[config.mk]
export PLATFORM = sky130hd
export DESIGN_NAME = sensor_reset_power_control
export DESIGN_NICKNAME = d
export VERILOG_FILES = /design/src/sensor_ctrl_pkg.sv /design/src/wake_rate_divider.sv /design/src/motion_compare.sv /design/src/sensor_reset_power_control.sv
export SDC_FILE = /design/constraint.sdc
export NUM_CORES = 1
export LEC_CHECK = 0
export ABC_CLOCK_PERIOD_IN_PS = 11600
export BUFFER_PORTS_ARGS = -buffer_cell sky130_fd_sc_hd__buf_4
export CAP_MARGIN = 20
export CORE_AREA = 10 10 142 144
export CTS_CLUSTER_SIZE = 10
export DETAILED_ROUTE_END_ITERATION = 16
export DIE_AREA = 0 0 152 154
export PLACE_DENSITY = 0.76
export SYNTH_ARGS = -nofsm -noshare
export SYNTH_HDL_FRONTEND = slang
export SYNTH_SLANG_ARGS = --single-unit
[constraint.sdc]
create_clock -name clk_sys_in -period 11.6 [get_ports clk_sys_in]
set_clock_uncertainty 0.15 [all_clocks]
set_input_delay 0 -clock clk_sys_in [delete_from_list [all_inputs] [get_ports clk_sys_in]]
set_output_delay 0 -clock clk_sys_in [all_outputs]
set_load 0.02 [all_outputs]
[src/sensor_ctrl_pkg.sv]
// shared constants, types and decode helpers for the sensor control block
package sensor_ctrl_pkg;

  // ----------------------------------------------------------------
  // register offsets
  // ----------------------------------------------------------------
  localparam logic [6:0] PATH_RESET_ADDR = 7'h68;
  localparam logic [6:0] MOTION_ADDR     = 7'h69;
  localparam logic [6:0] USER_ADDR       = 7'h6A;
  localparam logic [6:0] POWER_ADDR      = 7'h6B;

  // ----------------------------------------------------------------
  // field positions
  // ----------------------------------------------------------------
  localparam int ACCEL_RST_BIT  = 1;
  localparam int TEMP_RST_BIT   = 0;
  localparam int MW_ON_BIT      = 7;
  localparam int MW_MODE_BIT    = 6;
  localparam int QUEUE_ON_BIT   = 6;
  localparam int SPI_ONLY_BIT   = 4;
  localparam int QUEUE_RST_BIT  = 2;
  localparam int ALL_CLEAR_BIT  = 0;
  localparam int REINIT_BIT     = 7;
  localparam int SLEEP_BIT      = 6;
  localparam int CYCLE_BIT      = 5;
  localparam int GYRO_IDLE_BIT  = 4;
  localparam int THERMO_OFF_BIT = 3;
  localparam int ACCEL_SB_MSB   = 5;
  localparam int ACCEL_SB_LSB   = 3;

  // ----------------------------------------------------------------
  // stored-bit masks and reset values
  // ----------------------------------------------------------------
  localparam logic [7:0] MOTION_KEEP = 8'hC0;
  localparam logic [7:0] USER_KEEP   = 8'h50;
  localparam logic [7:0] POWER_KEEP  = 8'h7F;
  localparam logic [7:0] MOTION_RST  = 8'h00;
  localparam logic [7:0] USER_RST    = 8'h00;
  localparam logic [7:0] POWER_RST   = 8'h40;

  // ----------------------------------------------------------------
  // clock source codes
  // ----------------------------------------------------------------
  localparam logic [2:0] CLK_OSC      = 3'h0;
  localparam logic [2:0] CLK_AUTO     = 3'h1;
  localparam logic [2:0] CLK_AUTO_MAX = 3'h5;
  localparam logic [2:0] CLK_STOP     = 3'h7;

  // ----------------------------------------------------------------
  // timing
  // ----------------------------------------------------------------
  localparam int SYS_CLK_MHZ  = 10;
  localparam int QUEUE_RST_NS = 50;
  localparam int REINIT_NS    = 500;
  localparam int BASE_TICK_US = 1000;
  localparam logic [2:0] QUEUE_RST_CYCLES = 3'((QUEUE_RST_NS * SYS_CLK_MHZ + 999) / 1000);
  localparam logic [2:0] REINIT_CYCLES    = 3'((REINIT_NS * SYS_CLK_MHZ + 999) / 1000);
  localparam int BASE_TICK_CYCLES = BASE_TICK_US * SYS_CLK_MHZ;

  // ----------------------------------------------------------------
  // types
  // ----------------------------------------------------------------
  typedef enum logic [1:0] {SRC_OSC, SRC_PLL, SRC_STOP} clk_src_t;
  typedef enum logic {ST_RUN, ST_REINIT} seq_state_t;

  typedef struct packed {
    logic            valid;
    logic [2:0][15:0] axis;
  } accel_sample_t;

  typedef struct packed {
    logic       accel_path_rst;
    logic       temp_path_rst;
    logic       gyro_path_rst;
    logic       sensor_regs_clear;
    logic       queue_rst;
    logic       queue_host_access;
    logic       i2c_target_off;
    logic       motion_detect_on;
    logic       chip_reinit;
    logic       sleep;
    logic       accel_sample_req;
    logic [2:0] accel_axis_on;
    logic       gyro_sense_off;
    logic       gyro_drive_on;
    logic       thermometer_off;
    logic       use_pll;
    logic       clock_stopped;
    logic       timing_gen_rst;
  } ctrl_t;

  // clock source code to selected source
  function automatic clk_src_t decode_clk(input logic [2:0] code, input logic pll_ok);
    clk_src_t r;
    r = SRC_OSC;
    if (code == CLK_STOP) begin
      r = SRC_STOP;
    end else if (code >= CLK_AUTO && code <= CLK_AUTO_MAX && pll_ok) begin
      r = SRC_PLL;
    end
    return r;
  endfunction

endpackage

[src/wake_rate_divider.sv]
// wake pacing divider for duty-cycled accelerometer sampling
`timescale 1ns/1ps
`default_nettype none
module wake_rate_divider
  import sensor_ctrl_pkg::*;
#(
  parameter int BASE_CYCLES = BASE_TICK_CYCLES
)(
  input  wire logic       clk_sys_in,
  input  wire logic       srst_in,
  input  wire logic       enable_in,
  input  wire logic [7:0] divider_in,
  output logic            tick_out
);
  localparam int BW = $clog2(BASE_CYCLES + 1);

  typedef struct packed {
    logic [BW-1:0] base_cnt;
    logic [7:0]    rate_cnt;
    logic          tick;
  } div_state_t;

  div_state_t s;
  div_state_t n;

  // base tick, then divide by divider+1; counters park while off
  always_comb begin
    n = s;
    n.tick = 1'b0;
    if (!enable_in) begin
      n.base_cnt = '0;
      n.rate_cnt = '0;
    end else if (s.base_cnt == BW'(BASE_CYCLES - 1)) begin
      n.base_cnt = '0;
      if (s.rate_cnt >= divider_in) begin
        n.rate_cnt = '0;
        n.tick = 1'b1;
      end else begin
        n.rate_cnt = s.rate_cnt + 8'h01;
      end
    end else begin
      n.base_cnt = s.base_cnt + BW'(1);
    end
  end

  always_ff @(posedge clk_sys_in) begin
    if (srst_in) begin
      s <= '0;
    end else begin
      s <= n;
    end
  end

  assign tick_out = s.tick;
endmodule
`default_nettype wire

[src/motion_compare.sv]
// sample-to-sample motion comparison per accelerometer axis
`timescale 1ns/1ps
`default_nettype none
module motion_compare
  import sensor_ctrl_pkg::*;
(
  input  wire logic          clk_sys_in,
  input  wire logic          srst_in,
  input  wire logic          enable_in,
  input  wire logic          clear_in,
  input  wire logic [2:0]    axis_on_in,
  input  wire accel_sample_t sample_in,
  input  wire logic [7:0]    threshold_in,
  output logic [2:0]         hit_out
);
  typedef struct packed {
    logic [2:0][15:0] prev;
    logic             have_prev;
    logic [2:0]       hit;
  } cmp_state_t;

  cmp_state_t       s;
  cmp_state_t       n;
  logic [2:0][16:0] diff;
  logic [2:0][16:0] mag;
  logic [2:0]       exceed;

  // signed difference, magnitude against threshold, per axis
  for (genvar a = 0; a < 3; a++) begin : g_axis
    assign diff[a]   = {sample_in.axis[a][15], sample_in.axis[a]} - {s.prev[a][15], s.prev[a]};
    assign mag[a]    = diff[a][16] ? 17'(-diff[a]) : diff[a];
    assign exceed[a] = axis_on_in[a] && (mag[a] > {9'h000, threshold_in});
  end

  // first sample after enable or clear only primes the history
  always_comb begin
    n = s;
    n.hit = 3'h0;
    if (clear_in || !enable_in) begin
      n.have_prev = 1'b0;
    end else if (sample_in.valid) begin
      n.prev = sample_in.axis;
      n.have_prev = 1'b1;
      if (s.have_prev) begin
        n.hit = exceed;
      end
    end
  end

  always_ff @(posedge clk_sys_in) begin
    if (srst_in) begin
      s <= '0;
    end else begin
      s <= n;
    end
  end

  assign hit_out = s.hit;
endmodule
`default_nettype wire

[src/sensor_reset_power_control.sv]
// reset, power and clock-source control registers of the motion sensor
// Overview of operation
// accel path reset bit resets accel path only, results kept
// temp path reset bit resets temp path only, results kept
// motion detection runs only while motion wake enable is one
// compare mode one compares each sample with the previous; zero unused
// queue bit enables queue; cleared blocks host queue access
// spi-only bit disables the i2c target module
// queue reset bit pulses queue reset, clears after one 10 MHz cycle
// all-paths bit resets gyro, accel, temp paths and clears results
// reinit bit restores register defaults, clears itself when done
// sleep bit sleeps the chip; resets to one
// cycle mode alternates sleep and single accel samples at divider rate
// cycle mode with all accel axes standby wakes but takes no sample
// gyro idle keeps drive and pll running, sense paths off
// thermometer off bit disables temperature sensor
// clock source resets to code zero, internal oscillator
// code one selects pll when ready, otherwise oscillator
// code seven stops the clock and holds timing generator reset
// each accel axis disabled while its standby bit is one
// motion events set three-bit status field, cleared by status read
// reserved bits read zero and ignore writes
`timescale 1ns/1ps
`default_nettype none
module sensor_reset_power_control
  import sensor_ctrl_pkg::*;
#(
  parameter int BASE_CYCLES = BASE_TICK_CYCLES
)(
  input  wire logic          clk_sys_in,
  input  wire logic          srst_in,
  input  wire logic [6:0]    reg_addr_in,
  input  wire logic          reg_wr_in,
  input  wire logic          reg_rd_in,
  input  wire logic [7:0]    reg_wdata_in,
  output logic [7:0]         reg_rdata_out,
  input  wire logic [7:0]    sample_divider_in,
  input  wire logic [5:0]    axis_standby_in,
  input  wire logic          pll_ready_in,
  input  wire accel_sample_t accel_sample_in,
  input  wire logic [7:0]    motion_threshold_in,
  input  wire logic          status_read_in,
  output ctrl_t              ctrl_out,
  output logic [2:0]         motion_wake_flags_out
);

  // ----------------------------------------------------------------
  // state
  // ----------------------------------------------------------------
  typedef struct packed {
    seq_state_t seq;
    logic [2:0] reinit_cnt;
    logic [2:0] queue_cnt;
    logic [7:0] motion;
    logic [7:0] user;
    logic [7:0] power;
    logic [1:0] path_pulse;
    logic       all_clear;
    logic [7:0] rdata;
    logic [2:0] flags;
    logic       pll_meta;
    logic       pll_sync;
    ctrl_t      ctrl;
  } top_state_t;

  top_state_t s;
  top_state_t n;
  logic       wake_tick;
  logic [2:0] motion_hit;
  logic       cycle_now;
  logic       sub_rst;
  logic       wr_ok;
  clk_src_t   src;

  // writes are refused while the chip reinitialises
  assign wr_ok     = reg_wr_in && (s.seq == ST_RUN);
  assign cycle_now = s.power[CYCLE_BIT] && !s.power[SLEEP_BIT] && !s.power[GYRO_IDLE_BIT];
  assign sub_rst   = srst_in || s.ctrl.chip_reinit;

  // ----------------------------------------------------------------
  // helpers
  // ----------------------------------------------------------------
  wake_rate_divider #(
    .BASE_CYCLES (BASE_CYCLES)
  ) u_wake (
    .clk_sys_in (clk_sys_in),
    .srst_in    (sub_rst),
    .enable_in  (cycle_now),
    .divider_in (sample_divider_in),
    .tick_out   (wake_tick)
  );

  motion_compare u_motion (
    .clk_sys_in   (clk_sys_in),
    .srst_in      (sub_rst),
    .enable_in    (s.ctrl.motion_detect_on),
    .clear_in     (s.ctrl.accel_path_rst),
    .axis_on_in   (s.ctrl.accel_axis_on),
    .sample_in    (accel_sample_in),
    .threshold_in (motion_threshold_in),
    .hit_out      (motion_hit)
  );

  // ----------------------------------------------------------------
  // next-state logic
  // ----------------------------------------------------------------
  always_comb begin
    n = s;
    // pll ready comes from the analog side, so two flops first
    n.pll_meta = pll_ready_in;
    n.pll_sync = s.pll_meta;
    n.path_pulse = 2'b00;
    n.all_clear = 1'b0;
    if (s.queue_cnt != 3'h0) begin
      n.queue_cnt = s.queue_cnt - 3'h1;
    end
    unique case (s.seq)
      ST_RUN: begin
        // reinit start
        if (wr_ok && reg_addr_in == POWER_ADDR && reg_wdata_in[REINIT_BIT]) begin
          n.seq = ST_REINIT;
          n.reinit_cnt = REINIT_CYCLES;
        end else if (wr_ok) begin
          // reserved bits dropped
          case (reg_addr_in)
            PATH_RESET_ADDR: begin
              n.path_pulse = {reg_wdata_in[ACCEL_RST_BIT], reg_wdata_in[TEMP_RST_BIT]};
            end
            MOTION_ADDR: begin
              n.motion = reg_wdata_in & MOTION_KEEP;
            end
            USER_ADDR: begin
              n.user = reg_wdata_in & USER_KEEP;
              // queue reset pulse
              if (reg_wdata_in[QUEUE_RST_BIT]) begin
                n.queue_cnt = QUEUE_RST_CYCLES;
              end
              n.all_clear = reg_wdata_in[ALL_CLEAR_BIT];
            end
            POWER_ADDR: begin
              n.power = reg_wdata_in & POWER_KEEP;
            end
            default: ;
          endcase
        end
      end
      ST_REINIT: begin
        n.reinit_cnt = s.reinit_cnt - 3'h1;
        if (s.reinit_cnt == 3'h1) begin
          n.seq = ST_RUN;
        end
      end
    endcase
    // defaults held during reinit
    if (n.seq == ST_REINIT) begin
      n.motion = MOTION_RST;
      n.user = USER_RST;
      n.power = POWER_RST;
      n.queue_cnt = 3'h0;
      n.flags = 3'h0;
    end else begin
      // set wins over read clear
      n.flags = (s.flags & {3{!status_read_in}}) | motion_hit;
    end

    // register read port, reserved bits read zero
    if (reg_rd_in) begin
      case (reg_addr_in)
        MOTION_ADDR: n.rdata = s.motion;
        USER_ADDR:   n.rdata = s.user | {5'h00, s.queue_cnt != 3'h0, 1'b0, s.all_clear};
        POWER_ADDR:  n.rdata = s.power | {s.seq == ST_REINIT, 7'h00};
        default:     n.rdata = 8'h00;
      endcase
    end

    // path resets
    n.ctrl.accel_path_rst = n.path_pulse[1] || n.all_clear;
    n.ctrl.temp_path_rst = n.path_pulse[0] || n.all_clear;
    n.ctrl.gyro_path_rst = n.all_clear;
    n.ctrl.sensor_regs_clear = n.all_clear;
    // queue reset level
    n.ctrl.queue_rst = n.queue_cnt != 3'h0;
    // host queue access
    n.ctrl.queue_host_access = n.user[QUEUE_ON_BIT];
    // spi only
    n.ctrl.i2c_target_off = n.user[SPI_ONLY_BIT];
    // compare needs both bits
    n.ctrl.motion_detect_on = n.motion[MW_ON_BIT] && n.motion[MW_MODE_BIT];
    n.ctrl.chip_reinit = n.seq == ST_REINIT;
    // duty cycling wakes only on tick
    n.ctrl.sleep = n.power[SLEEP_BIT] || (cycle_now && !wake_tick);
    // wake without sample
    // a sleep write landing on the tick cycle wins over the pending sample
    n.ctrl.accel_sample_req = cycle_now && wake_tick && !n.power[SLEEP_BIT]
                              && !(&axis_standby_in[ACCEL_SB_MSB:ACCEL_SB_LSB]);
    // axis standby
    n.ctrl.accel_axis_on = ~axis_standby_in[ACCEL_SB_MSB:ACCEL_SB_LSB];
    // gyro idle
    n.ctrl.gyro_sense_off = n.power[GYRO_IDLE_BIT] || n.power[SLEEP_BIT];
    n.ctrl.gyro_drive_on = !n.power[SLEEP_BIT];
    // thermometer
    n.ctrl.thermometer_off = n.power[THERMO_OFF_BIT];
    // clock source
    src = decode_clk(n.power[2:0], s.pll_sync);
    n.ctrl.use_pll = src == SRC_PLL;
    n.ctrl.clock_stopped = src == SRC_STOP;
    n.ctrl.timing_gen_rst = src == SRC_STOP;
  end

  // ----------------------------------------------------------------
  // registers
  // ----------------------------------------------------------------
  // reset image: defaults, sleeping, oscillator selected
  always_ff @(posedge clk_sys_in) begin
    if (srst_in) begin
      s <= '0;
      s.seq <= ST_RUN;
      s.motion <= MOTION_RST;
      s.user <= USER_RST;
      s.power <= POWER_RST;
      s.ctrl.sleep <= 1'b1;
      s.ctrl.gyro_sense_off <= 1'b1;
      s.ctrl.accel_axis_on <= 3'h7;
    end else begin
      s <= n;
    end
  end

  assign reg_rdata_out = s.rdata;
  assign ctrl_out = s.ctrl;
  assign motion_wake_flags_out = s.flags;

  logic wr_path;
  logic wr_user;
  logic wr_power;
  assign wr_path  = wr_ok && reg_addr_in == PATH_RESET_ADDR;
  assign wr_user  = wr_ok && reg_addr_in == USER_ADDR;
  assign wr_power = wr_ok && reg_addr_in == POWER_ADDR;
endmodule
`default_nettype wire

==> results_dict.tcl, run 1 <==
set metrics [dict create \
    via_per_inst 5.60 \
    power.density_nw_per_um2 111 \
    hold_ws_ns 0.0410 \
    yosys_most_used_dff "dfxtp_1" \
    rsz0062_at_grt "no" \
    port_buffers 119 \
    p_int_uw 848 \
    cp_top_family "compound AO/OA/AOI/OAI gates" \
    dr.pass1.iters 5 \
    min_path_type "in2reg" \
    nets 1524 \
    power_frac_seq_pct 33.8 \
    yosys.cell_count.top_type "nand2_1" \
    post_cts_resize_count 0 \
    p_sw_share_pct 32.3 \
    initial_core_util_pct 52.7 \
    ant_nets 0 \
    htreeDepth 4 \
    cts-root-buf "clkbuf_16" \
    rows 48 \
    worst_slew_pin_slew_ns 1.08 \
    die_y_um 154 \
    syn_inst 1189 \
    layout-drive-gt1-share_pct 13.5 \
    slew_violations 0 \
    maxSlewHeadroom_pct 28.3 \
    setup-violations-final 0 \
    cp_slowest_cell "o22ai_1" \
    cts_tree "yes" \
    gp_congestion 0.870 \
    cp-end-kind "flip-flop" \
    synth_top_area_share_pct 26.5 \
    ir_worst_vdd_mv 0.0991 \
    yosysSeqAreaShare_pct 26.5 \
    antenna_found_initial 2 \
    final.min_clock_period_ns 4.70 \
    status "finished clean" \
    routed_wl_mm 24.1 \
    grt_pass1_wl_mm 39.9 \
    crit_fanout 8 \
    crit_type "reg2reg" \
    timing.critical_path.mode_cell "o21ai_0" \
    synthTopCellsByCount "nand2_1 (159), dfxtp_1 (120), a21oi_1 (112)" \
    drc 0 \
    finalHoldViolations 0 \
    syn_nets 1373 \
    netlist_top_cells_area "dfxtp_1 (27%), ha_1 (12%), nand2_1 (6.6%)" \
    fmax_mhz 213 \
    die_area_um2 23400 \
    synth.distinct_cells 76 \
    grt_pass1_vias 8588 \
    critPathRequiredTime_ns 11.77 \
    synth.largest_area_cell "dfxtp_1" \
    totalNegativeSetupSlack_ns 0 \
    power_frac_clock_pct 42.5 \
    synth_seq_cells 120 \
    grt_max_degree 51 \
    pin_count 123 \
    num_vias 8850 \
    wl_per_cell_um 15.3 \
    fp.coreArea_um2 17200 \
    finalCritPeriodShare_pct 40.5 \
    grt_usage_pct 19.8 \
    crit_chain "inv_1 -> ha_1 -> nor2b_1 -> o31a_1 -> o31ai_1 -> a31oi_1 -> o21a_1 -> o22ai_1 -> o21ai_0 -> ha_1 -> nor2b_1 -> o21ai_0 -> nand2b_1 -> a21oi_1 -> o21ai_0 -> nand3_1 -> a21oi_1 -> nor3_1 -> nand4_1 -> o311a_1" \
    synth_edf_count 0 \
    overflow 0 \
    async_reset_ff_share_pct 0 \
    maxCapViolCount 0 \
    syn-mean-instance-area_um2 7.62 \
    p_leak_uw 0.00453 \
    max_stage_delay_ns 0.54 \
    insertion_delay_ns 0.43 \
    drt_iter0_markers 486 \
    crit_buf_inv 1 \
    cts.sinks 120 \
    synthesis.area_um2 9060 \
    crit_path_start_kind "flip-flop" \
    clockBufferDepth 2 \
    rrSetupSlack_ns 6.90 \
    fillers 1404 \
    cp.arrival_ns 4.86 \
    yosysWarningCount 0 \
    cts_buffers 17 \
    clk_pin_slew_worst_paths_ns 0.07 \
    dp_hpwl_mm 16.8 \
    die_x_um 152 \
    p_sw_uw 406 \
    area_delta_synth_final_pct 24.7 \
    combinationalPowerShare_pct 23.6 \
]
## what timing repair did
action,4_1_cts,5_1_grt
hold endpoints to repair,98,0
buffers inserted,0,0
hold buffers,83,0
## kinds of logic (layout without fill, tap and decap cells)
group	after synthesis	in the layout	synth area share (%)
simple gates	433	433	22.9
compound gates	284	284	19.8
buf+inv	162	326	8.01
flops	120	120	26.5
fa+ha+maj	92	92	13.0
xor+xnor	82	82	7.93
mux	16	16	1.82
other cells	0	2	0
## path summary, 6_finish.rpt
kind / from / end / cells past startpoint
setup / recovery: u_motion.s[38] / u_motion.hit_out[2] / 20
hold / removal: reg_wr_in / ctrl_out[19] / 4
setup reg to reg: u_motion.s[38] / u_motion.hit_out[2] / 20
hold reg to reg: u_wake.s[9] / u_wake.s[9] / 1
## cell type report
type | count | area, um^2 | area share (%)
Timing Repair Buffer | 204 | 1740 | 15.4
Multi-Input combinational cell | 907 | 5930 | 52.5
Clock inverter | 15 | 174 | 1.54
Sequential cell | 120 | 2400 | 21.3
Clock buffer | 17 | 425 | 3.77
Tap cell | 225 | 282 | 2.49
Inverter | 90 | 338 | 2.99
Antenna cell | 2 | 5.00 | 0.0443
## placed cells by master, fill, tap and decap left out, types with 5 or more instances in the layout
cell type and count:
inv_1 90, nand2b_1 16, o2111ai_1 6, a211oi_1 7, o21ai_0 45, nor4_1 8, xnor2_1 49, a21o_1 21
or2_2 14, and2_1 7, o21a_1 12, dlygate4sd3_1 83, nor3b_1 5, a32oi_1 5, ha_1 89, nand4_1 18
o22ai_1 5, buf_4 121, inv_8 5, and3_1 14, xor2_1 33, nand2_1 159, nand3_1 33, nor2_1 92
a22oi_1 5, inv_6 5, a31oi_1 16, nor3_1 23, clkbuf_16 17, a21oi_1 112, nor2b_1 16, nand3b_1 6
mux2i_1 12, dfxtp_1 120, o31ai_1 7
## flip-flops by register name, summed over array words and instances (netlist names)
signal                 cells
ctrl_out                  15
u_wake.tick_out            1
u_motion.s                49
reg_rdata_out              8
s                         18
motion_wake_flags_out      3
u_motion.hit_out           3
n                          1
u_wake.s                  22
## metal layers
| metal | wire, um | vias up | track usage, % | part of all wire (%) |
|---|---|---|---|---|
| li1 | - | 4432 | - | - |
| met1 | 10100 | 4124 | 22.2 | 42 |
| met2 | 12200 | 229 | 35.4 | 51 |
| met3 | 1040 | 65 | 3.93 | 4.3 |
| met4 | 778 | 0 | 9.08 | 3.2 |
| met5 | 0 | - | 0 | 0 |
## stage by stage
stage          area (um^2)  std cells  setup WS [ns]  power, uW  utilization (%)
2_1_floorplan         9060       1189           7.57        630                -
6_report             11300       1580           6.90       1250             65.8
3_3_place_gp          9860       1463           7.04        694             57.4
4_1_cts              11300       1578           6.95       1250             65.7
3_5_place_dp          9860       1463           6.97        700             57.4
5_1_grt              11300       1580           6.44       1320             65.8
## power by group through the flow
stage	Sequential, uW	Combinational [uW]	Clock, uW
finish	424	297	533
global route	425	330	562
CTS	424	291	539
detailed placement	433	267	0
global placement	433	261	0
floorplan	432	198	0
## tightest hold or removal path, cell delays in order
cell and delay (ns):
buf_4 0.10, nor4b_1 0.16, nor2b_1 0.17, nor2b_1 0.14
(Power assumes the default switching activity.)
==> run 2: changes to the inputs <==
--- a/config.mk
+++ b/config.mk
@@ -5,7 +5,7 @@
 export SDC_FILE = /design/constraint.sdc
 export NUM_CORES = 1
 export LEC_CHECK = 0
-export ABC_CLOCK_PERIOD_IN_PS = 11600
+export ABC_CLOCK_PERIOD_IN_PS = 4600
 export BUFFER_PORTS_ARGS = -buffer_cell sky130_fd_sc_hd__buf_4
 export CAP_MARGIN = 20
 export CORE_AREA = 10 10 142 144
==> constraint.sdc (replaced) <==
create_clock -name clk_sys_in -period 4.6 [get_ports clk_sys_in]
set_clock_uncertainty 0.15 [all_clocks]
set_input_delay 0 -clock clk_sys_in [delete_from_list [all_inputs] [get_ports clk_sys_in]]
set_output_delay 0 -clock clk_sys_in [all_outputs]
set_load 0.02 [all_outputs]
==> results_dict.tcl, run 2 (synthesis results as in run 1) <==
set metrics [dict create \
    layout-drive-gt1-share_pct 13.8 \
    cts.sinks 120 \
    fillers 1422 \
    dp_hpwl_mm 16.8 \
    crit_chain "ha_1 -> fa_1 -> nand2b_1 -> a21oi_1 -> o21ai_1 -> a21oi_1 -> nand2_1 -> a31oi_1 -> nor2_1 -> a21oi_1 -> ha_1 -> nor2b_1 -> o21ai_0 -> nand2b_1 -> a21oi_1 -> o21ai_0 -> a211oi_1 -> nor2_1 -> nor3_1 -> a31oi_1" \
    pin_count 123 \
    ant_nets 0 \
    dr.pass1.iters 5 \
    totalNegativeSetupSlack_ns 0 \
    rsz0062_at_grt "no" \
    fmax_mhz 235 \
    via_per_inst 5.55 \
    finalCritPeriodShare_pct 92.4 \
    status "finished clean" \
    p_leak_uw 0.00457 \
    power.density_nw_per_um2 274 \
    overflow 0 \
    reg2reg_depth 20 \
    slew_violations 0 \
    grt_pass1_wl_mm 41.3 \
    insertion_delay_ns 0.43 \
    clockBufferDepth 2 \
    final_common_cell "nand2_1" \
    antenna_found_initial 3 \
    cts_tree "yes" \
    r2r_end "u_motion.hit_out[0]" \
    gp_congestion 0.879 \
    cp.depth 20 \
    crit_path_start_kind "flip-flop" \
    critPathRequiredTime_ns 4.72 \
    finalHoldViolations 0 \
    timing.critical_path.mode_cell "a21oi_1" \
    final_cell_mix "nand2_1 (159), buf_4 (124), dfxtp_1 (120)" \
    grt_pass1_vias 8768 \
    crit_fanout 4 \
    initial_core_util_pct 52.7 \
    maxCapViolCount 0 \
    die_area_um2 23400 \
    post-route-util_pct 66.0 \
    endpoint "u_motion.hit_out[0]" \
    min_path_type "in2reg" \
    num_vias 8811 \
    cp_top_family "compound AO/OA/AOI/OAI gates" \
    cp-startpoint "u_motion.s[4]" \
    rows 48 \
    wl_per_cell_um 15.5 \
    cp_slowest_cell "fa_1" \
    die_y_um 154 \
    rrSetupSlack_ns 0.35 \
    crit_type "reg2reg" \
    crit_buf_inv 0 \
    m1WireLength_mm 10.6 \
    drt_iter0_markers 460 \
    cp-end-kind "flip-flop" \
    nets 1531 \
    finalNonFillerCells 1588 \
    final_area_um2 11300 \
    met2_length_mm 12.4 \
    r2r-start "u_motion.s[4]" \
    grt_usage_pct 20.6 \
    post_dp_cell_area_um2 9880 \
    area_delta_synth_final_pct 25.2 \
    routed.top_layer "met4" \
    cts-root-buf "clkbuf_16" \
    totalPowerFinal_uw 3110 \
    wl_met3_um 872 \
    clk_pin_slew_worst_paths_ns 0.07 \
    routed_wl_mm 24.7 \
    die_x_um 152 \
    postCtsSetupRepairBufs 0 \
    largest_register_ffs 49 \
    max_stage_delay_ns 0.40 \
    port_buffers 119 \
    top_regs "u_motion.s x49, u_wake.s x22, s x18" \
    worst_slew_pin_slew_ns 1.09 \
    placed_cells 1466 \
    cp.arrival_ns 4.37 \
    regMostFlops "u_motion.s" \
    drc 0 \
    htreeDepth 4 \
    setup-violations-final 0 \
    fp.coreArea_um2 17200 \
    cts_buffers 17 \
    ir_worst_vdd_mv 0.271 \
    maxSlewHeadroom_pct 27.1 \
    grt_max_degree 51 \
    final.min_clock_period_ns 4.25 \
]
## run 2: layout make-up
class / count / area (um^2) / area share (%)
tap: 225 / 282 / 2.48
multi-input combinational: 907 / 5960 / 52.5
clock inverter: 15 / 131 / 1.16
clock buffer: 17 / 425 / 3.75
sequential: 120 / 2400 / 21.2
antenna: 3 / 7.51 / 0.0662
timing repair buffer: 211 / 1800 / 15.9
inverter: 90 / 338 / 2.98
## run 2: worst reg2reg max path: cells and delay by family (launching register included)
family	cells	cell delay [ns]
and+or+nand+nor	7	0.80
AOI/OAI and AO/OA	10	1.95
DFF	1	0.32
adders and majority gates	3	0.87
## run 2: how the worst min path moves through the flow
stage                                  start  slack [ns]  cells past startpoint      endpoint
after floorplan           axis_standby_in[3]       -0.08                      1   ctrl_out[6]
after global placement    axis_standby_in[3]        0.04                      2   ctrl_out[6]
after detailed placement  axis_standby_in[3]        0.03                      2   ctrl_out[6]
after CTS                     reg_addr_in[4]        0.02                      5  ctrl_out[19]
after global routing          reg_addr_in[4]        0.07                      5  ctrl_out[19]
final                         reg_addr_in[4]        0.04                      5  ctrl_out[19]
## run 2: per-layer routing
| metal | vias up | global-route usage [%] |
|---|---|---|
| met5 | - | 0 |
| met4 | 0 | 9.81 |
| met3 | 70 | 3.88 |
| met2 | 216 | 36.8 |
| met1 | 4075 | 23.0 |
| li1 | 4450 | - |
## run 2: stage by stage
step           setup slack, ns  hold slack, ns
2_1_floorplan            0.570         -0.0763
3_3_place_gp             0.213          0.0355
3_5_place_dp            0.0135          0.0333
4_1_cts                  0.202          0.0159
5_1_grt                 0.0184          0.0721
6_report                 0.348          0.0414
## run 2: power by group
group          switching (uW)  internal (uW)
clock                     573            710
combinational             402            351
sequential               12.5           1060
total                     987           2120
## run 2: repair_timing
item                       in CTS  in global routing
resized for setup               1                  2
gates cloned                    0                  0
hold buffers                   87                  0
setup endpoints to repair       1                  2
hold endpoints to repair       97                  0
==> run 3: changes to the inputs <==
--- a/config.mk
+++ b/config.mk
@@ -5,14 +5,15 @@
 export SDC_FILE = /design/constraint.sdc
 export NUM_CORES = 1
 export LEC_CHECK = 0
+export ABC_AREA = 1
 export ABC_CLOCK_PERIOD_IN_PS = 4600
 export BUFFER_PORTS_ARGS = -buffer_cell sky130_fd_sc_hd__buf_4
 export CAP_MARGIN = 20
-export CORE_AREA = 10 10 142 144
-export CTS_CLUSTER_SIZE = 10
+export CORE_AREA = 10 10 150 152
+export CTS_CLUSTER_SIZE = 8
 export DETAILED_ROUTE_END_ITERATION = 16
-export DIE_AREA = 0 0 152 154
-export PLACE_DENSITY = 0.76
+export DIE_AREA = 0 0 160 162
+export PLACE_DENSITY = 0.74
 export SYNTH_ARGS = -nofsm -noshare
 export SYNTH_HDL_FRONTEND = slang
 export SYNTH_SLANG_ARGS = --single-unit
==> results_dict.tcl, run 3 <==
set metrics [dict create \
    routed_wl_mm 26.0 \
    syn-mean-instance-area_um2 6.17 \
    antenna_cells 0 \
    fmax_mhz 252 \
    p_sw_share_pct 32.4 \
    p_leak_uw 0.00604 \
    ir_worst_vdd_mv 0.268 \
    cts_tree "yes" \
    muxShareOfSynthArea_pct 0 \
    postCtsSetupRepairBufs 0 \
    min_path_type "in2reg" \
    cts.sinks 120 \
    synth_top_area_share_pct 23.8 \
    final_area_um2 12400 \
    synth_compound_gate_area_share_pct 12.8 \
    htreeDepth 4 \
    area_delta_synth_final_pct 22.7 \
    synth_fa_ha_area_share_pct 11.6 \
    synth_top_family_by_area "simple AND/OR/NAND/NOR gates" \
    finalHoldViolations 0 \
    r2r-start "u_motion.s[20]" \
    yosys.cell_count.top_type "nand2_1" \
    crit_buf_inv 3 \
    crit_path_start_kind "flip-flop" \
    synth_edf_count 0 \
    ant_nets 0 \
    syn_nets 1820 \
    cp.arrival_ns 4.14 \
    power_frac_seq_pct 32.8 \
    nets 1985 \
    crit_fanout 22 \
    yosysSeqAreaShare_pct 23.8 \
    fillers 1836 \
    largest_register_ffs 49 \
    antenna_found_initial 0 \
    dr.pass1.iters 5 \
    cp_top_family "simple AND/OR/NAND/NOR gates" \
    holdPathStages 6 \
    drt_iter0_markers 601 \
    status "finished clean" \
    grt_pass1_vias 9894 \
    r2r_end "u_motion.hit_out[1]" \
    synthTopCellsByCount "nand2_1 (436), inv_1 (272), nor2_1 (143)" \
    max_stage_delay_ns 0.40 \
    rows 51 \
    cp-end-kind "flip-flop" \
    maxSlewHeadroom_pct 48.0 \
    rrSetupSlack_ns 0.63 \
    placed_cells 1965 \
    hold_ws_ns 0.00502 \
    clockBufferDepth 2 \
    cts-root-buf "clkbuf_16" \
    synthesis.area_um2 10100 \
    hold_path_end "u_wake.tick_out" \
    totalNegativeSetupSlack_ns 0 \
    final_cell_mix "nand2_1 (435), inv_1 (272), nor2_1 (142)" \
    synth.distinct_cells 45 \
    combinationalPowerShare_pct 25.3 \
    layout-drive-gt1-share_pct 12.0 \
    dp_hpwl_mm 19.9 \
    holdBufCountCts 82 \
    hp-start "sample_divider_in[0]" \
    crit_type "reg2reg" \
    maxCapViolCount 0 \
    post_dp_cell_area_um2 11000 \
    totalPowerFinal_uw 3270 \
    wl_per_cell_um 12.5 \
    port_buffers 119 \
    final_common_cell "nand2_1" \
    clk_pin_slew_worst_paths_ns 0.06 \
    p_sw_uw 1060 \
    slew_violations 0 \
    die_x_um 160 \
    yosys_most_used_dff "dfxtp_1" \
    finalCritPeriodShare_pct 86.3 \
    initial_core_util_pct 52.0 \
    insertion_delay_ns 0.42 \
    setup-violations-final 0 \
    grt_pass1_wl_mm 44.2 \
    grt_usage_pct 19.8 \
    netlist_top_cells_area "dfxtp_1 (24%), nand2_1 (16%), ha_1 (11%)" \
    post_cts_resize_count 0 \
    drc 0 \
    finalNonFillerCells 2078 \
    cts_buffers 17 \
    via_per_inst 5.01 \
    die_area_um2 25900 \
    regMostFlops "u_motion.s" \
    rsz0062_at_grt "no" \
    yosysWarningCount 0 \
    syn_inst 1636 \
    synth-xor-area-share_pct 2.34 \
    fp.coreArea_um2 19400 \
    top_regs "u_motion.s x49, u_wake.s x22, s x18" \
    worst_slew_pin_slew_ns 0.773 \
    gp_congestion 0.891 \
    timing.critical_path.mode_cell "nand2_1" \
    die_y_um 162 \
    synthSimpleGateAreaFrac_pct 35.3 \
    reg2reg_depth 28 \
    pin_count 123 \
    power.density_nw_per_um2 264 \
    synth_seq_cells 120 \
    p_int_uw 2210 \
    num_vias 10400 \
    final.min_clock_period_ns 3.97 \
    grt_max_degree 49 \
    synth.largest_area_cell "dfxtp_1" \
    async_reset_ff_share_pct 0 \
    cp_slowest_cell "fa_1" \
    overflow 0 \
    power_frac_clock_pct 42.0 \
    critPathRequiredTime_ns 4.77 \
]
run 3: cell types whose count changed in the layout (fill, tap and decap cells not counted), sizes merged, moves of 24 or more:
cell / before / now
nand2: 159 / 461
inv: 99 / 289
nand3: 33 / 128
nor2: 92 / 155
xnor2: 49 / 3
o21ai: 47 / 91
a21oi: 113 / 137
run 3: worst max path at each step:
stage | to | slack [ns] | startpoint | depth (start not counted)
4_1_cts | u_motion.hit_out[1] | 0.65 | u_motion.s[20] | 27
5_1_grt | u_motion.hit_out[1] | 0.24 | u_motion.s[20] | 27
2_1_floorplan | u_motion.hit_out[1] | 1.26 | u_motion.s[20] | 29
3_5_place_dp | u_motion.hit_out[1] | 0.65 | u_motion.s[20] | 27
3_3_place_gp | u_motion.hit_out[1] | 0.85 | u_motion.s[20] | 28
6_report | u_motion.hit_out[1] | 0.63 | u_motion.s[20] | 28
run 3: cell families (layout without fill, tap and decap cells):
family	after synthesis	count (layout)
buffers and inverters	339	516
AOI/OAI and AO/OA	245	245
and+or+nand+nor	813	813
DFF	120	120
adders and majority gates	92	92
xor gates and xnor gates	27	27
run 3: layer usage:
metal | vias up | global-route usage, % | part of all wire [%]
met5 | - | 0 | 0
met2 | 206 | 35.1 | 48
met4 | 0 | 7.10 | 2.5
li1 | 5523 | - | -
met3 | 49 | 3.41 | 3.7
met1 | 4625 | 23.4 | 45
run 3: metrics by stage:
step           util (%)  worst slack, ns
6_report           63.9            0.631
4_1_cts            63.9            0.654
3_3_place_gp       56.6            0.851
3_5_place_dp       56.6            0.655
5_1_grt            63.9            0.236
2_1_floorplan         -             1.26
run 3: final cells by class:
cell class              count  area (um^2)  share of cell area [%]
clock buffers              17          425                    3.43
clock inverters            14          164                    1.32
inverters                 282         1060                    8.54
multi-input cells        1177         6280                    50.7
flip-flops and latches    120         2400                    19.4
well taps                 265          332                    2.68
repair buffers            203         1730                    14.0
run 3: worst min-delay path, stage by stage:
cell	delay [ns]
buf_4	0.08
ha_1	0.21
nand2_1	0.05
o41ai_1	0.07
nand2_1	0.08
nor2_1	0.04
run 3: power by group through the flow:
stage | clock (uW) | combinational, uW | sequential [uW]
4_1_cts | 1390 | 825 | 1070
5_1_grt | 1450 | 947 | 1070
6_report | 1370 | 826 | 1070
2_1_floorplan | 0 | 582 | 1090
3_5_place_dp | 0 | 768 | 1090
3_3_place_gp | 0 | 747 | 1090
